`src/gftl_pkg.sv`:
```
// Constants, timing figures and encodings shared by the ground-fault trip logic.
// Assumes a single 10 MHz clock; all delays are counted in 1 ms ticks.
package gftl_pkg;
   localparam int unsigned CLK_HZ = 32'h0098_9680;
   localparam int unsigned TICK_US = 32'h0000_03E8;
   localparam int unsigned US_PER_S = 32'h000F_4240;
   localparam int unsigned TICK_CYCLES = CLK_HZ / US_PER_S * TICK_US;
   localparam int TW = 28;
   localparam logic [27:0] GF_RELAY_MS = 28'h000_0028;
   localparam logic [27:0] RF_RELAY_MIN_MS = 28'h000_0064;
   localparam logic [27:0] RF_RELAY_MAX_MS = 28'h000_1D4C;
   localparam logic [27:0] GF_TRIP_MIN_MS = 28'h000_0064;
   localparam logic [27:0] TRIP_MAX_MS = 28'hA4C_B800;
   localparam logic [27:0] DEBOUNCE_MS = 28'h000_0096;
   localparam int NTMR = 4;
   localparam int T_GF_RELAY = 0;
   localparam int T_RF_RELAY = 1;
   localparam int GROUND_FAULT_TRIP_DELAY = 2;
   localparam int T_RF_TRIP = 3;
   localparam int REL_GF = 0;
   localparam int REL_RF = 1;
   localparam int REL_TRIP = 2;
   localparam int FILT_MAX = 40;
   localparam logic [5:0] FILT_MIN_SIZE = 6'h02;
   localparam logic [5:0] FILT_MAX_SIZE = 6'h28;
   localparam logic [3:0] FILT_MAX_IGN = 4'hA;
   localparam logic [5:0] WEAK_SIZE = 6'h06;
   localparam logic [3:0] WEAK_IGN = 4'h0;
   localparam logic [5:0] MED_SIZE = 6'h08;
   localparam logic [3:0] MED_IGN = 4'h1;
   localparam logic [5:0] STRONG_SIZE = 6'h0E;
   localparam logic [3:0] STRONG_IGN = 4'h3;
   localparam logic [5:0] HARM_MAX = 6'h20;
   localparam logic [15:0] AO_ZERO = 16'h3333;
   localparam logic [15:0] AO_SPAN = 16'hCCCC;
   localparam logic [11:0] ERR_NONE = 12'h000;
   localparam logic [11:0] ERR_FIELD_CAL = 12'h610;
   typedef enum logic [2:0] {
      GFTL_FILT_OFF = 3'h0, GFTL_FILT_WEAK = 3'h1, GFTL_FILT_MEDIUM = 3'h2,
      GFTL_FILT_STRONG = 3'h3, GFTL_FILT_CUSTOM = 3'h4
   } gftl_filt_t;
   typedef enum logic [1:0] {
      GFTL_SIG_RMS = 2'h0, GFTL_SIG_FUND = 2'h1, GFTL_SIG_HARM = 2'h2
   } gftl_sig_t;
   typedef enum logic [2:0] {
      GFTL_AO_0_20MA = 3'h0, GFTL_AO_4_20MA = 3'h1, GFTL_AO_0_400UA = 3'h2,
      GFTL_AO_0_10V = 3'h3, GFTL_AO_2_10V = 3'h4
   } gftl_ao_t;
   typedef enum logic [1:0] {
      GFTL_ST_INIT = 2'b00, GFTL_ST_RUN = 2'b01, GFTL_ST_CAL = 2'b11
   } gftl_state_t;
endpackage

```
`src/gftl_tmr_if.sv`:
```
// Carrier between the trip logic and one delay timer.
// Assumes the timer and its controller share one clock.
`timescale 1ns/1ns
`default_nettype none
interface gftl_tmr_if;
   logic tick;
   logic run;
   logic [27:0] limit;
   logic expired;
   modport ctl (output tick, output run, output limit, input expired);
   modport tmr (input tick, input run, input limit, output expired);
endinterface
`default_nettype wire

```
`src/gftl_delay.sv`:
```
// Millisecond delay timer: counts ticks while its condition holds.
// Assumes tick is a one-cycle pulse every millisecond from the controller.
`timescale 1ns/1ns
`default_nettype none
module gftl_delay (
   input wire logic clk_i,
   input wire logic reset_i,
   gftl_tmr_if.tmr t
);
   logic [27:0] cnt_r;
   logic expired_r;

   always_ff @(posedge clk_i) begin
      if (reset_i || !t.run) begin
         cnt_r <= '0;
      end else if (t.tick && cnt_r <= t.limit) begin
         cnt_r <= cnt_r + 28'h000_0001;
      end
   end

   // Zero limit expires one cycle after the condition appears
   // One tick past the limit: the first tick may land at once, never cut short
   always_ff @(posedge clk_i) begin
      if (reset_i) begin
         expired_r <= 1'b0;
      end else begin
         expired_r <= t.run && (cnt_r > t.limit || t.limit == '0);
      end
   end
   assign t.expired = expired_r;
endmodule
`default_nettype wire

```
`src/gftl_top.sv`:
```
// Ground-fault trip logic: threshold compare, relay and trip delays, output polarity.
// Assumes measurements and settings are synchronous to clk_i and held stable by firmware.
//
// Contract
// - Ground-fault relay after fixed 40 ms.
// - Resistor-fault relay on resistance window, fixed delay.
// - Separate configurable trip delays, ground and resistor.
// - Device error trips without delay.
// - Ground fault trips only when enabled.
// - Resistor fault trips via its own delay.
// - Relays default fail-safe, selectable per relay.
// - Device test toggles relays to opposite state.
// - Field calibration only in automatic method.
// - Refused calibration reports error code 6.10.
// - Trip signal selectable: RMS, fundamental, harmonics.
// - Resistance filter modes with size and ignore.
// - Filter may lengthen resistor-fault detection.
// - Analogue output proportional, selectable quantity, range.
// - Health and pulser polarity by fail-safe mode.
// - Device error also lights service indicator.
// - Initial measurement before monitoring starts.
// - Digital input accepted after 150 ms.
`timescale 1ns/1ns
`default_nettype none
module gftl_top #(
   parameter int unsigned TICK_CYCLES = gftl_pkg::TICK_CYCLES,
   parameter logic [27:0] RF_RELAY_MS = gftl_pkg::RF_RELAY_MIN_MS
) (
   input wire logic clk_i,
   input wire logic reset_i,
   input wire logic variant_hrg_i,
   input wire logic [15:0] resistor_current_rms_i,
   input wire logic [15:0] resistor_current_fund_i,
   input wire logic [15:0] resistor_current_harm_i,
   input wire logic [15:0] resistor_voltage_rms_i,
   input wire logic [15:0] resistor_voltage_fund_i,
   input wire logic [15:0] resistor_voltage_harm_i,
   input wire logic meas_valid_i,
   input wire logic [15:0] resistor_value_i,
   input wire logic resistor_value_valid_i,
   input wire logic [15:0] current_thr_i,
   input wire logic [15:0] voltage_thr_i,
   input wire logic [15:0] res_upper_thr_i,
   input wire logic [15:0] res_lower_thr_i,
   input wire logic [1:0] trip_signal_sel_i,
   input wire logic [5:0] harm_lower_i,
   input wire logic [5:0] harm_upper_i,
   input wire logic [2:0] filt_mode_i,
   input wire logic [5:0] filt_size_i,
   input wire logic [3:0] filt_ignore_i,
   input wire logic gf_trip_en_i,
   input wire logic [27:0] ground_fault_trip_delay_i,
   input wire logic [27:0] resistor_fault_trip_delay_i,
   input wire logic device_error_i,
   input wire logic [2:0] relay_non_fail_safe_i,
   input wire logic [2:0] relay_test_en_i,
   input wire logic test_in_i,
   input wire logic health_non_fail_safe_i,
   input wire logic pulser_non_fail_safe_i,
   input wire logic pulser_active_i,
   input wire logic ao_select_res_i,
   input wire logic [2:0] ao_mode_i,
   input wire logic method_auto_i,
   input wire logic cal_start_i,
   input wire logic cal_done_i,
   output logic [2:0] relay_coil_o,
   output logic health_output_o,
   output logic pulser_output_o,
   output logic service_led_o,
   output logic [5:0] harm_lower_o,
   output logic [5:0] harm_upper_o,
   output logic [15:0] ao_value_o,
   output logic [2:0] ao_mode_o,
   output logic cal_busy_o,
   output logic cal_error_o,
   output logic [11:0] error_code_o,
   output logic ready_o,
   output logic ground_fault_o,
   output logic resistor_fault_o
);
   localparam int TCW = $clog2(TICK_CYCLES + 1);

   gftl_pkg::gftl_state_t state_r, state_nxt;
   logic [TCW-1:0] tick_cnt_r;
   logic tick_r;
   logic seen_meas_r, seen_res_r;
   logic [27:0] deb_cnt_r;
   logic test_active_r;
   logic [15:0] cur_sel, volt_sel;
   logic gf_cond_r;
   logic [gftl_pkg::FILT_MAX-1:0] hist_hi_r, hist_lo_r;
   logic [5:0] f_size;
   logic [3:0] f_ign;
   logic rf_cond_r;
   logic [27:0] gf_trip_lim, rf_trip_lim;
   logic [gftl_pkg::NTMR-1:0] run_vec, exp_vec;
   logic [27:0] lim_vec [gftl_pkg::NTMR];
   logic [2:0] alarm_r;
   logic [31:0] ao_prod;
   logic [15:0] ao_src;

   ////////////////////////////////////////////////////////////////////////////
   // Millisecond tick shared by all timers
   always_ff @(posedge clk_i) begin
      if (reset_i || tick_cnt_r == TCW'(TICK_CYCLES - 1)) begin
         tick_cnt_r <= '0;
      end else begin
         tick_cnt_r <= tick_cnt_r + TCW'(1);
      end
   end
   always_ff @(posedge clk_i) begin
      if (reset_i) begin
         tick_r <= 1'b0;
      end else begin
         tick_r <= (tick_cnt_r == TCW'(TICK_CYCLES - 1));
      end
   end

   ////////////////////////////////////////////////////////////////////////////
   // Start-up, run and calibration sequence
   always_ff @(posedge clk_i) begin
      if (reset_i) begin
         seen_meas_r <= 1'b0;
         seen_res_r <= 1'b0;
      end else begin
         seen_meas_r <= seen_meas_r | meas_valid_i;
         seen_res_r <= seen_res_r | resistor_value_valid_i;
      end
   end

   always_comb begin
      state_nxt = state_r;
      unique case (state_r)
         gftl_pkg::GFTL_ST_INIT: begin
            if (seen_meas_r && seen_res_r) begin
               state_nxt = gftl_pkg::GFTL_ST_RUN;
            end
         end
         gftl_pkg::GFTL_ST_RUN: begin
            if (cal_start_i && method_auto_i) begin
               state_nxt = gftl_pkg::GFTL_ST_CAL;
            end
         end
         gftl_pkg::GFTL_ST_CAL: begin
            if (cal_done_i) begin
               state_nxt = gftl_pkg::GFTL_ST_RUN;
            end
         end
         default: state_nxt = gftl_pkg::GFTL_ST_INIT;
      endcase
   end
   always_ff @(posedge clk_i) begin
      if (reset_i) begin
         state_r <= gftl_pkg::GFTL_ST_INIT;
      end else begin
         state_r <= state_nxt;
      end
   end

   // A refused start sets the error; the set wins over a clearing start
   always_ff @(posedge clk_i) begin
      if (reset_i) begin
         cal_error_o <= 1'b0;
         error_code_o <= gftl_pkg::ERR_NONE;
      end else if (cal_start_i && (state_r != gftl_pkg::GFTL_ST_RUN || !method_auto_i)) begin
         cal_error_o <= 1'b1;
         error_code_o <= gftl_pkg::ERR_FIELD_CAL;
      end else if (cal_start_i) begin
         cal_error_o <= 1'b0;
         error_code_o <= gftl_pkg::ERR_NONE;
      end
   end
   always_ff @(posedge clk_i) begin
      if (reset_i) begin
         cal_busy_o <= 1'b0;
         ready_o <= 1'b0;
      end else begin
         cal_busy_o <= (state_nxt == gftl_pkg::GFTL_ST_CAL);
         ready_o <= (state_nxt != gftl_pkg::GFTL_ST_INIT);
      end
   end

   ////////////////////////////////////////////////////////////////////////////
   // Test input debounce: short spikes never start a relay test
   always_ff @(posedge clk_i) begin
      if (reset_i || !test_in_i) begin
         deb_cnt_r <= '0;
      end else if (tick_r && deb_cnt_r <= gftl_pkg::DEBOUNCE_MS) begin
         deb_cnt_r <= deb_cnt_r + 28'h000_0001;
      end
   end
   always_ff @(posedge clk_i) begin
      if (reset_i) begin
         test_active_r <= 1'b0;
      end else begin
         test_active_r <= test_in_i && (deb_cnt_r > gftl_pkg::DEBOUNCE_MS);
      end
   end

   ////////////////////////////////////////////////////////////////////////////
   // Trip signal selection and ground-fault compare
   always_comb begin
      unique case (gftl_pkg::gftl_sig_t'(trip_signal_sel_i))
         gftl_pkg::GFTL_SIG_FUND: begin
            cur_sel = resistor_current_fund_i;
            volt_sel = resistor_voltage_fund_i;
         end
         gftl_pkg::GFTL_SIG_HARM: begin
            cur_sel = resistor_current_harm_i;
            volt_sel = resistor_voltage_harm_i;
         end
         default: begin
            cur_sel = resistor_current_rms_i;
            volt_sel = resistor_voltage_rms_i;
         end
      endcase
   end
   always_ff @(posedge clk_i) begin
      if (reset_i) begin
         gf_cond_r <= 1'b0;
      end else if (meas_valid_i) begin
         gf_cond_r <= (cur_sel > current_thr_i) || (volt_sel > voltage_thr_i);
      end
   end

   // Harmonic band handed to the front end, upper clamped to H32, lower no higher than the upper setting
   always_ff @(posedge clk_i) begin
      if (reset_i) begin
         harm_lower_o <= '0;
         harm_upper_o <= gftl_pkg::HARM_MAX;
      end else begin
         harm_upper_o <= (harm_upper_i > gftl_pkg::HARM_MAX) ? gftl_pkg::HARM_MAX : harm_upper_i;
         harm_lower_o <= (harm_lower_i > harm_upper_i) ? harm_upper_i : harm_lower_i;
      end
   end

   ////////////////////////////////////////////////////////////////////////////
   // Resistance filter: fault needs size-ignore hits in the last size samples
   function automatic logic [9:0] filt_decode(input logic [2:0] mode, input logic [5:0] sz,
                                              input logic [3:0] ig);
      logic [5:0] s;
      logic [3:0] i;
      s = 6'h01;
      i = 4'h0;
      unique case (gftl_pkg::gftl_filt_t'(mode))
         gftl_pkg::GFTL_FILT_WEAK: begin
            s = gftl_pkg::WEAK_SIZE;
            i = gftl_pkg::WEAK_IGN;
         end
         gftl_pkg::GFTL_FILT_MEDIUM: begin
            s = gftl_pkg::MED_SIZE;
            i = gftl_pkg::MED_IGN;
         end
         gftl_pkg::GFTL_FILT_STRONG: begin
            s = gftl_pkg::STRONG_SIZE;
            i = gftl_pkg::STRONG_IGN;
         end
         gftl_pkg::GFTL_FILT_CUSTOM: begin
            s = (sz < gftl_pkg::FILT_MIN_SIZE) ? gftl_pkg::FILT_MIN_SIZE :
                (sz > gftl_pkg::FILT_MAX_SIZE) ? gftl_pkg::FILT_MAX_SIZE : sz;
            i = (ig > gftl_pkg::FILT_MAX_IGN) ? gftl_pkg::FILT_MAX_IGN : ig;
            if ({2'h0, i} >= s) begin
               i = 4'(s - 6'h01);
            end
         end
         default: begin
            s = 6'h01;
            i = 4'h0;
         end
      endcase
      return {s, i};
   endfunction

   function automatic logic [5:0] hits(input logic [gftl_pkg::FILT_MAX-1:0] h, input logic [5:0] s);
      logic [5:0] n;
      n = '0;
      for (int k = 0; k < gftl_pkg::FILT_MAX; k++) begin
         if (k < int'(s) && h[k]) begin
            n = n + 6'h01;
         end
      end
      return n;
   endfunction

   assign {f_size, f_ign} = filt_decode(filt_mode_i, filt_size_i, filt_ignore_i);

   always_ff @(posedge clk_i) begin
      if (reset_i) begin
         hist_hi_r <= '0;
         hist_lo_r <= '0;
      end else if (resistor_value_valid_i) begin
         hist_hi_r <= {hist_hi_r[gftl_pkg::FILT_MAX-2:0], resistor_value_i > res_upper_thr_i};
         hist_lo_r <= {hist_lo_r[gftl_pkg::FILT_MAX-2:0],
                       variant_hrg_i && (resistor_value_i < res_lower_thr_i)};
      end
   end
   // Longer windows need more samples before agreeing, stretching detection
   always_ff @(posedge clk_i) begin
      if (reset_i) begin
         rf_cond_r <= 1'b0;
      end else begin
         rf_cond_r <= (hits(hist_hi_r, f_size) >= (f_size - {2'h0, f_ign})) ||
                      (hits(hist_lo_r, f_size) >= (f_size - {2'h0, f_ign}));
      end
   end

   ////////////////////////////////////////////////////////////////////////////
   // Delay timers
   always_comb begin
      gf_trip_lim = (ground_fault_trip_delay_i < gftl_pkg::GF_TRIP_MIN_MS) ? gftl_pkg::GF_TRIP_MIN_MS :
                    (ground_fault_trip_delay_i > gftl_pkg::TRIP_MAX_MS) ? gftl_pkg::TRIP_MAX_MS :
                    ground_fault_trip_delay_i;
      rf_trip_lim = (resistor_fault_trip_delay_i > gftl_pkg::TRIP_MAX_MS) ? gftl_pkg::TRIP_MAX_MS :
                    resistor_fault_trip_delay_i;
      lim_vec[gftl_pkg::T_GF_RELAY] = gftl_pkg::GF_RELAY_MS;
      lim_vec[gftl_pkg::T_RF_RELAY] = RF_RELAY_MS;
      lim_vec[gftl_pkg::GROUND_FAULT_TRIP_DELAY] = gf_trip_lim;
      lim_vec[gftl_pkg::T_RF_TRIP] = rf_trip_lim;
      run_vec[gftl_pkg::T_GF_RELAY] = gf_cond_r && ready_o;
      run_vec[gftl_pkg::T_RF_RELAY] = rf_cond_r && ready_o;
      run_vec[gftl_pkg::GROUND_FAULT_TRIP_DELAY] = gf_cond_r && gf_trip_en_i && ready_o;
      run_vec[gftl_pkg::T_RF_TRIP] = rf_cond_r && ready_o;
   end

   gftl_tmr_if tmr [gftl_pkg::NTMR] ();
   for (genvar g = 0; g < gftl_pkg::NTMR; g++) begin : g_tmr
      assign tmr[g].tick = tick_r;
      assign tmr[g].run = run_vec[g];
      assign tmr[g].limit = lim_vec[g];
      assign exp_vec[g] = tmr[g].expired;
      gftl_delay u_delay (
         .clk_i(clk_i),
         .reset_i(reset_i),
         .t(tmr[g])
      );
   end

   ////////////////////////////////////////////////////////////////////////////
   // Relay alarms and coil drive
   always_ff @(posedge clk_i) begin
      if (reset_i) begin
         alarm_r <= '0;
      end else begin
         alarm_r[gftl_pkg::REL_GF] <= exp_vec[gftl_pkg::T_GF_RELAY];
         alarm_r[gftl_pkg::REL_RF] <= exp_vec[gftl_pkg::T_RF_RELAY];
         alarm_r[gftl_pkg::REL_TRIP] <= device_error_i ||
                                        (gf_trip_en_i && exp_vec[gftl_pkg::GROUND_FAULT_TRIP_DELAY]) ||
                                        exp_vec[gftl_pkg::T_RF_TRIP];
      end
   end
   // Fail-safe coils hold energised when healthy, so a broken wire trips
   always_ff @(posedge clk_i) begin
      if (reset_i) begin
         relay_coil_o <= '0;
      end else begin
         relay_coil_o <= ~(alarm_r ^ relay_non_fail_safe_i) ^
                         ({3{test_active_r}} & relay_test_en_i);
      end
   end
   always_ff @(posedge clk_i) begin
      if (reset_i) begin
         ground_fault_o <= 1'b0;
         resistor_fault_o <= 1'b0;
      end else begin
         ground_fault_o <= alarm_r[gftl_pkg::REL_GF];
         resistor_fault_o <= alarm_r[gftl_pkg::REL_RF];
      end
   end

   ////////////////////////////////////////////////////////////////////////////
   // Health, pulser and service indicator
   always_ff @(posedge clk_i) begin
      if (reset_i) begin
         health_output_o <= 1'b0;
         pulser_output_o <= 1'b0;
         service_led_o <= 1'b0;
      end else begin
         health_output_o <= device_error_i ^ health_non_fail_safe_i;
         pulser_output_o <= pulser_active_i ^ pulser_non_fail_safe_i;
         service_led_o <= device_error_i;
      end
   end

   ////////////////////////////////////////////////////////////////////////////
   // Analogue output code, full scale 16'hFFFF; live-zero ranges start at 20 %
   assign ao_src = (ao_select_res_i && variant_hrg_i) ? resistor_value_i : resistor_current_rms_i;
   assign ao_prod = {16'h0000, ao_src} * {16'h0000, gftl_pkg::AO_SPAN};
   always_ff @(posedge clk_i) begin
      if (reset_i) begin
         ao_value_o <= '0;
         ao_mode_o <= gftl_pkg::GFTL_AO_4_20MA;
      end else begin
         ao_mode_o <= ao_mode_i;
         if (ao_mode_i == gftl_pkg::GFTL_AO_4_20MA || ao_mode_i == gftl_pkg::GFTL_AO_2_10V) begin
            ao_value_o <= gftl_pkg::AO_ZERO + ao_prod[31:16];
         end else begin
            ao_value_o <= ao_src;
         end
      end
   end
endmodule
`default_nettype wire

```
`config.mk`:
```
export PLATFORM = sky130hd
export DESIGN_NAME = gftl_top
export DESIGN_NICKNAME = d
export VERILOG_FILES = /design/src/gftl_pkg.sv /design/src/gftl_tmr_if.sv /design/src/gftl_delay.sv /design/src/gftl_top.sv
export SDC_FILE = /design/constraint.sdc
export NUM_CORES = 1
export LEC_CHECK = 0
export ABC_AREA = 1
export BUFFER_PORTS_ARGS = -buffer_cell sky130_fd_sc_hd__buf_2
export CORE_AREA = 8 8 193 286
export DETAILED_ROUTE_END_ITERATION = 10
export DIE_AREA = 0 0 201 294
export GPL_TIMING_DRIVEN = 0
export PLACE_DENSITY = 0.85
export SLEW_MARGIN = 0
export SYNTH_ARGS = -nofsm -noshare
export SYNTH_HDL_FRONTEND = slang
export SYNTH_SLANG_ARGS = --single-unit
```
`constraint.sdc`:
```
create_clock -name clk_i -period 71.2 [get_ports clk_i]
set_input_delay 21.36 -clock clk_i [delete_from_list [all_inputs] [get_ports clk_i]]
set_output_delay 21.36 -clock clk_i [all_outputs]
set_load 0.02 [all_outputs]
```
==> impl_metrics.toml, run 1 <==
[worst_setup_path]
worstPathArrival_ns = 46.49
max_stage_delay_ns = 0.65
cp-start-kind = "input pin"
critPathSlowestCell = "a21oi_1"
reg2reg_depth = 137
rrSetupSlack_ns = 46.48
endpoint_kind = "flop"
cp_max_fo = 4
path_class = "input pin to flop"
critPathRequiredTime_ns = 71.59
crit_top_cell = "nand2_1"

[synthesis]
synth_edf_count = 0
ys_ff_latch = 291
synth.distinct_cells = 75
synth_warnings = 0
yosys-top-cells-area = "dfxtp_1 (18%), ha_1 (14%), inv_1 (11%)"
ys_seq_area_frac = 0.1779
syn_inst = 5010
synth_top_area_share = 0.1779
syn_area_sq_um = 32750
synthArstFlopShare = 0
synth_ff_type = "dfxtp_1"
synth_largest_area_cell = "dfxtp_1"
syn_area_per_cell_sq_um = 6.538

[clock_tree]
cts_sinks = 291
cts_root_buf = "clkbuf_16"
clockBufferDepth = 3
cts_buffers = 27
ctsHoldBuffers = 0
ctsHtreeMaxLevel = 1
post-cts-setup-buffer-count = 0
tritoncts = "done"
cts_resized = 0
cts.clk_slew.worst_paths_ns = 0.07
clkLatencyLatePin_ns = 0.57

[worst_hold_path]
whs_path_depth = 2
hold_path_class = "flop to flop"

[sta]
finalHoldViolCount = 0
rsz0062_at_grt = "false"
post-route-min-period_ns = 46.10
setup_viol = 0
setup_tns_ns = 0
slew_violations = 0
skew_ns = 0.01148
fmax_mhz = 21.69
worst_pin_slew_ns = 1.042
maxSlewHeadroom = 0.2977
period_share = 0.6474

[floorplanning]
io_pins = 337
rows = 102
core_sq_um = 51180
initial_core_util = 0.6400
fp.dieH_um = 294
die_x_um = 201
dieArea_sq_um = 59090

[detailed_routing]
via_per_inst = 5.398
drc_errors = 0
vias = 32790
drt_wl_total_mm = 86.18
first_pass_iters = 5
wl_per_cell_um = 14.19
drt_iter0_markers = 1560
antenna_left = 0

[final_layout]
final_common_cell = "inv_1"
mostFrequentLayoutCells = "inv_1 (997), nand2_1 (904), nor2_1 (513), nand3_1 (406), ha_1 (358)"
fin_nets = 6082
area_delta_synth_final_pct = 10.57
final_core_util = 0.7076
final_area_sq_um = 36210
drive_gt1_frac = 0.1880
final_cells = 6074
fill_cells = 4416

[place]
post-place-cells = 6020
gp_congestion = 0.9844
placed_cell_area_sq_um = 35260
dp_hpwl_mm = 73.34
io_buffers = 326

[global_route]
grt_pass1_wl_mm = 143.1
grt_pass1_vias = 32420
grt_usage = 0.2826
grt-ovfl-total = 0
grt_max_degree = 18
antenna_found_initial = 6

[outcome]
outcome = "finished, final reports clean"

[power_and_ir_drop]
vdd_drop_max_mv = 0.08926
p_total_uw = 913.3
leakagePower_nw = 19.47
power_density_nw_per_um2 = 25.22

[job]
drv_cap = 0
final timing paths:
kind | start | end
worst min register to register | g_tmr[0].u_delay.t.expired$_SDFF_PP0_ | alarm_r[0]$_SDFF_PP0_
worst max register to register | hist_hi_r[1]$_SDFFE_PP0P_ | rf_cond_r$_SDFF_PP0_
worst max-delay path | filt_mode_i[0] | rf_cond_r$_SDFF_PP0_
worst min-delay path | g_tmr[0].u_delay.t.expired$_SDFF_PP0_ | alarm_r[0]$_SDFF_PP0_
worst max-delay path, delay by kind of cell:
kind                     cells  cell delay [ns]
AND/OR/NAND/NOR             63             8.88
AO/OA/AOI/OAI               18             3.68
adder cells (fa/ha/maj)     38            11.01
buffers and inverters       22             1.55
through the flow:
| stage | hold slack, ns | setup slack (ns) |
|---|---|---|
| after global routing | 0.4400 | 23.42 |
| after global placement | 0.4146 | 25.13 |
| after floorplan | 0.3883 | 27.30 |
| final | 0.4233 | 25.10 |
| after CTS | 0.4276 | 25.15 |
| after detailed placement | 0.4168 | 24.69 |
area by class of cell:
class	count	area, sq um	share of cell area
Multi-Input combinational cell	3621	22710	0.6272
Buffer	82	387.9	0.01071
Clock buffer	34	752.0	0.02076
Timing Repair Buffer	326	1632	0.04505
Tap cell	676	845.8	0.02336
Clock inverter	16	191.4	0.005286
Inverter	1024	3856	0.1065
Antenna cell	4	10.01	0.0002764
Sequential cell	291	5826	0.1609
power by group:
group | switching (mW) | internal [mW] | leakage [nW]
Clock | 0.0681 | 0.0840 | 0.454
Sequential | 0.00376 | 0.171 | 2.37
Combinational | 0.367 | 0.219 | 16.6
Total | 0.439 | 0.474 | 19.5
state kept, by name, indices dropped and copies added, names as in the netlist, 2 cells and up:
| name | count |
|---|---|
| harm_upper_o | 6 |
| state_r | 2 |
| ao_value_o | 16 |
| g_tmr.u_delay.cnt_r | 112 |
| tick_cnt_r | 14 |
| deb_cnt_r | 28 |
| hist_lo_r | 40 |
| ao_mode_o | 3 |
| relay_coil_o | 3 |
| hist_hi_r | 40 |
| harm_lower_o | 6 |
| alarm_r | 3 |
| g_tmr.u_delay.t.expired | 4 |
cell usage after synthesis (all sizes together), types with 6 or more instances:
cell type,n
inv,1017
clkbuf,65
or2,27
ha,358
o221ai,6
nor2,547
dfxtp,291
nand2,1227
clkinv,7
nor4,29
a211oi,10
nand4,63
o211ai,17
xnor2,17
nor3b,11
a31oi,13
a221o,32
xor2,27
o21ai,226
mux2,8
nand3b,29
fa,68
nand3,594
o21a,17
nor3,57
buf,17
a21oi,185
layer usage:
layer  up-vias  wire length (um)  global-route usage
met3       224              4104             0.03900
li1      16740                 -                   -
met1     15060             32300              0.2861
met2       754             46420              0.5667
met4         2              3338              0.1155
met5         -                17                   0
cell families after synthesis:
group                    Yosys count  share of synthesized area
flip-flops                       291                     0.1779
AND/OR/NAND/NOR                 2594                     0.4024
other                              1                  0.0001145
AO/OA/AOI/OAI                    539                    0.09695
buffers and inverters           1106                     0.1296
XOR/XNOR                          44                    0.01177
multiplexers                       9                   0.003056
adder cells (fa/ha/maj)          426                     0.1783
Power figures use the tool's default switching activity.
==> run 2, diff against run 1 <==
Settings changed: ABC_AREA 1 to 0, CORE_AREA 8 8 193 286 to 8 8 194 288, DIE_AREA 0 0 201 294 to 0 0 202 296, PLACE_DENSITY 0.85 to 0.82.
Clock period 71.2 ns to 45.1 ns, I/O delays scaled along.
==> impl_metrics.toml, run 2 <==
[synthesis]
netlist_top_cells_count = "nor2_1 (380), nand2_1 (376), ha_1 (358), dfxtp_1 (291), inv_1 (252)"
syn_inst = 3890
yosys-top-cells-area = "dfxtp_1 (18%), ha_1 (14%), xnor2_1 (6.2%)"
ys_ff_latch = 291
synth.distinct_cells = 112
synth.most_common_cell = "nor2_1"
synth_ff_type = "dfxtp_1"
synth_edf_count = 0
synthArstFlopShare = 0
synth_top_area_share = 0.1845
syn_area_per_cell_sq_um = 8.119
synth_warnings = 0
ys_seq_area_frac = 0.1845
syn_area_sq_um = 31580
synth_largest_area_cell = "dfxtp_1"

[final_layout]
fin_nets = 4961
mostFrequentLayoutCells = "nor2_1 (380), nand2_1 (376), ha_1 (358), buf_2 (330), dfxtp_1 (291)"
area_delta_synth_final_pct = 10.93
multi_input_area_sq_um = 24130
final_area_sq_um = 35030
largest_reg_flops = 112
drive_gt1_frac = 0.1264
final_cells = 4954
final_common_cell = "nor2_1"
final-seq-area_sq_um = 5826
largest-register = "g_tmr.u_delay.cnt_r"
largestRegisters = "g_tmr.u_delay.cnt_r: 112 flops, hist_hi_r: 40 flops, hist_lo_r: 40 flops"
fill_cells = 4370

[clock_tree]
cts_buffers = 29
tritoncts = "done"
cts_sinks = 291
clockBufferDepth = 3
cts.clk_slew.worst_paths_ns = 0.07
cts_root_buf = "clkbuf_16"
ctsHtreeMaxLevel = 1
clkLatencyLatePin_ns = 0.59
cts_resized = 0
ctsHoldBuffers = 0
post-cts-setup-buffer-count = 0

[sta]
worst_pin_slew_ns = 1.357
post-route-min-period_ns = 39.81
setup_viol = 0
period_share = 0.8827
skew_ns = 0.02133
fmax_mhz = 25.12
slew_violations = 0
rsz0062_at_grt = "false"
maxSlewHeadroom = 0.09120
finalHoldViolCount = 0
fin_ws_ns = 5.289
setup_tns_ns = 0

[worst_setup_path]
critPathLaunch = "filt_mode_i[1]"
max_stage_delay_ns = 0.50
rrSetupSlack_ns = 18.77
worstPathArrival_ns = 40.28
cp_max_fo = 9
critPathSlowestCell = "a21oi_1"
critPathRequiredTime_ns = 45.57
endpoint_kind = "flop"
timing.rr.start = "hist_hi_r[0]$_SDFFE_PP0P_"
crit_top_cell = "ha_1"
cp-start-kind = "input pin"
path_class = "input pin to flop"

[place]
place_ws_ns = 5.120
placed_cell_area_sq_um = 34070
io_buffers = 323
gp_congestion = 0.9533
post-place-cells = 4897
dp_hpwl_mm = 73.97

[worst_hold_path]
holdCritStartpoint = "g_tmr[1].u_delay.t.expired$_SDFF_PP0_"
hold_path_class = "flop to flop"

[floorplanning]
fp.dieH_um = 296
core_sq_um = 51430
io_pins = 337
initial_core_util = 0.6140
rows = 102
dieArea_sq_um = 59790
die_x_um = 202

[detailed_routing]
drt_iter0_markers = 1682
wl_per_cell_um = 18.04
first_pass_iters = 6
vias = 29320
drc_errors = 0
drt_wl_total_mm = 89.39
antenna_left = 0
via_per_inst = 5.918

[global_route]
antenna_found_initial = 8
grt_pass1_vias = 29370
grt-ovfl-total = 0
grt_usage = 0.2884
grt_pass1_wl_mm = 143.7
grt_max_degree = 16

[outcome]
outcome = "finished, final reports clean"

[power_and_ir_drop]
vdd_drop_max_mv = 0.08440
leakagePower_nw = 16.13
power_density_nw_per_um2 = 41.03

[job]
drv_cap = 0
run 2: cell types whose count changed in the layout (fill, tap and decap cells not counted), moves of 57 or more:
cell and change:
and2_1 +68, and3_1 +97, clkbuf_1 +65, inv_1 -745
mux2i_1 +121, nand2_1 -528, nand2_2 -286, nand3_1 -289
nand3_2 -177, nor2_1 -133, nor2b_1 +83, o21ai_0 -57
xnor2_1 +205, xor2_1 +100
run 2: area by class of cell:
| cell class | count | area share |
|---|---|---|
| inverter | 255 | 0.02739 |
| antenna | 5 | 0.0003571 |
| buffer | 164 | 0.01996 |
| multi-input combinational | 3188 | 0.6887 |
| clock buffer | 36 | 0.02261 |
| tap | 676 | 0.02414 |
| sequential | 291 | 0.1663 |
| clock inverter | 16 | 0.004464 |
| timing repair buffer | 323 | 0.04614 |
run 2: report_power, final:
group | switching, mW | internal (mW)
Clock | 0.111 | 0.132
Combinational | 0.523 | 0.401
Sequential | 0.00350 | 0.266
run 2: cells by family (layout without fill, tap and decap cells):
kind of cell,Yosys count,in the layout,synth area share
AND/OR/NAND/NOR,1475,1475,0.2322
AO/OA/AOI/OAI,688,688,0.1437
adder cells (fa/ha/maj),428,428,0.1856
XOR/XNOR,426,426,0.1485
buffers and inverters,419,794,0.05253
flip-flops,291,291,0.1845
multiplexers,162,162,0.05293
other,1,14,0.0001187
run 2: stage by stage:
stage / util / power [mW] / hold WS [ns]
3_3_place_gp: 0.6625 / 1.151 / 0.4287
2_1_floorplan: - / 0.9994 / 0.4138
6_report: 0.6812 / 1.437 / 0.4482
3_5_place_dp: 0.6625 / 1.178 / 0.4294
4_1_cts: 0.6809 / 1.433 / 0.4520
5_1_grt: 0.6811 / 1.563 / 0.4637
run 2: worst paths after layout:
kind	to	depth (start not counted)
max	rf_cond_r$_SDFF_PP0_	138
min	alarm_r[1]$_SDFF_PP0_	1
max reg2reg	rf_cond_r$_SDFF_PP0_	134
min reg2reg	alarm_r[1]$_SDFF_PP0_	1
run 2: layer usage:
metal | track usage | up-vias | part of all wire | wire [um]
met1 | 0.3145 | 13860 | 0.38 | 34350
met5 | 0 | - | 0.00030 | 27
met4 | 0.1427 | 4 | 0.052 | 4622
li1 | - | 14360 | - | -
met3 | 0.03443 | 257 | 0.052 | 4682
met2 | 0.5444 | 838 | 0.51 | 45720
run 2: worst max-delay path: cells and delay by family:
family	cells	cell delay, ns
and+or+nand+nor	39	4.55
buffers and inverters	14	1.10
adders and majority gates	39	11.97
AOI/OAI and AO/OA	37	7.02
xor gates and xnor gates	2	0.26
muxes	7	1.73
==> run 3, diff against run 2 <==
Settings changed: CORE_AREA 8 8 194 288 to 8 8 228 340, DIE_AREA 0 0 202 296 to 0 0 236 348, PLACE_DENSITY 0.82 to 0.61.
==> impl_metrics.toml, run 3 (synthesis results as in run 2) <==
[floorplanning]
io_pins = 337
core_sq_um = 72810
initial_core_util = 0.4337
dieArea_sq_um = 82130
rows = 122
fp.dieH_um = 348
die_x_um = 236

[power_and_ir_drop]
p_total_mw = 1.451
p_switching_uw = 632.3
p_comb_frac = 0.628
p_clk_frac = 0.187
power_density_nw_per_um2 = 40.93
vdd_drop_max_mv = 0.08419
leakagePower_nw = 16.18
power_frac_seq = 0.185
intPower_uw = 819.1
p_sw_frac = 0.4356

[sta]
finalHoldViolCount = 0
skew_ns = 0.01182
period_share = 0.8852
setup_tns_ns = 0
setup_viol = 0
worst_pin_slew_ns = 1.099
fmax_mhz = 25.05
slew_violations = 0
maxSlewHeadroom = 0.2672
rsz0062_at_grt = "false"
post-route-min-period_ns = 39.92
whs_ns = 0.4575

[place]
dp_hpwl_mm = 75.53
gp_congestion = 0.8956
io_buffers = 323

[clock_tree]
cts_buffers = 31
post-cts-setup-buffer-count = 0
clkLatencyLatePin_ns = 0.59
ctsHtreeMaxLevel = 1
ctsHoldBuffers = 0
tritoncts = "done"
cts_root_buf = "clkbuf_16"
cts.clk_slew.worst_paths_ns = 0.06
cts_resized = 0
clockBufferDepth = 3
cts_sinks = 291

[final_layout]
fill_cells = 7280
largest_reg_flops = 112
mostFrequentLayoutCells = "nor2_1 (380), nand2_1 (376), ha_1 (358), buf_2 (330), dfxtp_1 (291)"
final_core_util = 0.4870
drive_gt1_frac = 0.1269
final_common_cell = "nor2_1"
antennaDiodeCount = 0
final-seq-area_sq_um = 5826
largest-register = "g_tmr.u_delay.cnt_r"
fin_nets = 4963
area_delta_synth_final_pct = 12.27
largestRegisters = "g_tmr.u_delay.cnt_r: 112 flops, hist_hi_r: 40 flops, hist_lo_r: 40 flops"
multi_input_area_sq_um = 24130

[detailed_routing]
via_per_inst = 5.461
drc_errors = 0
first_pass_iters = 6
drt_iter0_markers = 1278
drt_wl_total_mm = 90.33
wl_per_cell_um = 17.34
antenna_left = 0
vias = 28440

[global_route]
grt-ovfl-total = 0
grt_pass1_vias = 28640
antenna_found_initial = 3
grt_usage = 0.2112
grt_pass1_wl_mm = 144.1
grt_max_degree = 17

[worst_setup_path]
endpoint_kind = "flop"
max_stage_delay_ns = 0.52
path_class = "input pin to flop"
cp-start-kind = "input pin"
cp_max_fo = 9
crit_top_cell = "ha_1"
critPathSlowestCell = "o21bai_2"
worstPathArrival_ns = 40.38
critPathRequiredTime_ns = 45.56

[worst_hold_path]
hold_path_class = "flop to flop"

[outcome]
outcome = "finished, final reports clean"

[job]
drv_cap = 0
-- run 3: changes by cell type in the layout (fill, tap and decap cells not counted), sizes merged --
cell    change
bufinv      +3
clkbuf      +3
clkinv      -2
diode       -5
inv         +1
-- run 3: layout make-up --
cell class / instances / share of cell area
multi-input combinational: 3188 / 0.6804
sequential: 291 / 0.1643
timing repair buffer: 323 / 0.04559
tap: 930 / 0.03282
inverter: 255 / 0.02707
clock buffer: 39 / 0.02357
buffer: 164 / 0.01973
clock inverter: 18 / 0.006493
-- run 3: path summary, 6_finish.rpt --
check        depth (start not counted)                    endpoint  slack, ns                        from
max                                138        rf_cond_r$_SDFF_PP0_       5.18              filt_mode_i[1]
min                                  1  deb_cnt_r[18]$_SDFFE_PP0P_       0.46  deb_cnt_r[18]$_SDFFE_PP0P_
max reg2reg                        133        rf_cond_r$_SDFF_PP0_      18.71   hist_hi_r[0]$_SDFFE_PP0P_
min reg2reg                          1  deb_cnt_r[18]$_SDFFE_PP0P_       0.46  deb_cnt_r[18]$_SDFFE_PP0P_
-- run 3: metal layers --
metal	track usage	wire length, um	vias to the layer above
li1	-	-	14370
met1	0.2243	35350	13360
met2	0.4255	48890	565
met3	0.02723	3479	150
met4	0.05961	2607	0
met5	0	0	-
-- run 3: through the flow --
step / setup WS [ns] / cell area, sq um / cells
after global routing: 2.772 / 35460 / 5208
after floorplan: 7.808 / 31610 / 3898
after CTS: 5.329 / 35460 / 5208
final: 5.178 / 35460 / 5208
after detailed placement: 4.785 / 34390 / 5151
after global placement: 4.944 / 34390 / 5151
-- run 3: critical path, delay by kind of cell --
family	cells	cell delay, ns
and+or+nand+nor	39	4.62
buffers and inverters	14	1.13
xor gates and xnor gates	2	0.25
AOI/OAI and AO/OA	37	7.15
adders and majority gates	39	11.96
muxes	7	1.74
-- run 3: power groups by stage --
| stage | clock [mW] | combinational, mW | sequential (mW) |
|---|---|---|---|
| final | 0.271 | 0.912 | 0.269 |
| after global routing | 0.287 | 1.03 | 0.269 |
| after CTS | 0.279 | 0.913 | 0.269 |
| after detailed placement | 0 | 0.900 | 0.274 |
| after global placement | 0 | 0.897 | 0.274 |
| after floorplan | 0 | 0.717 | 0.283 |
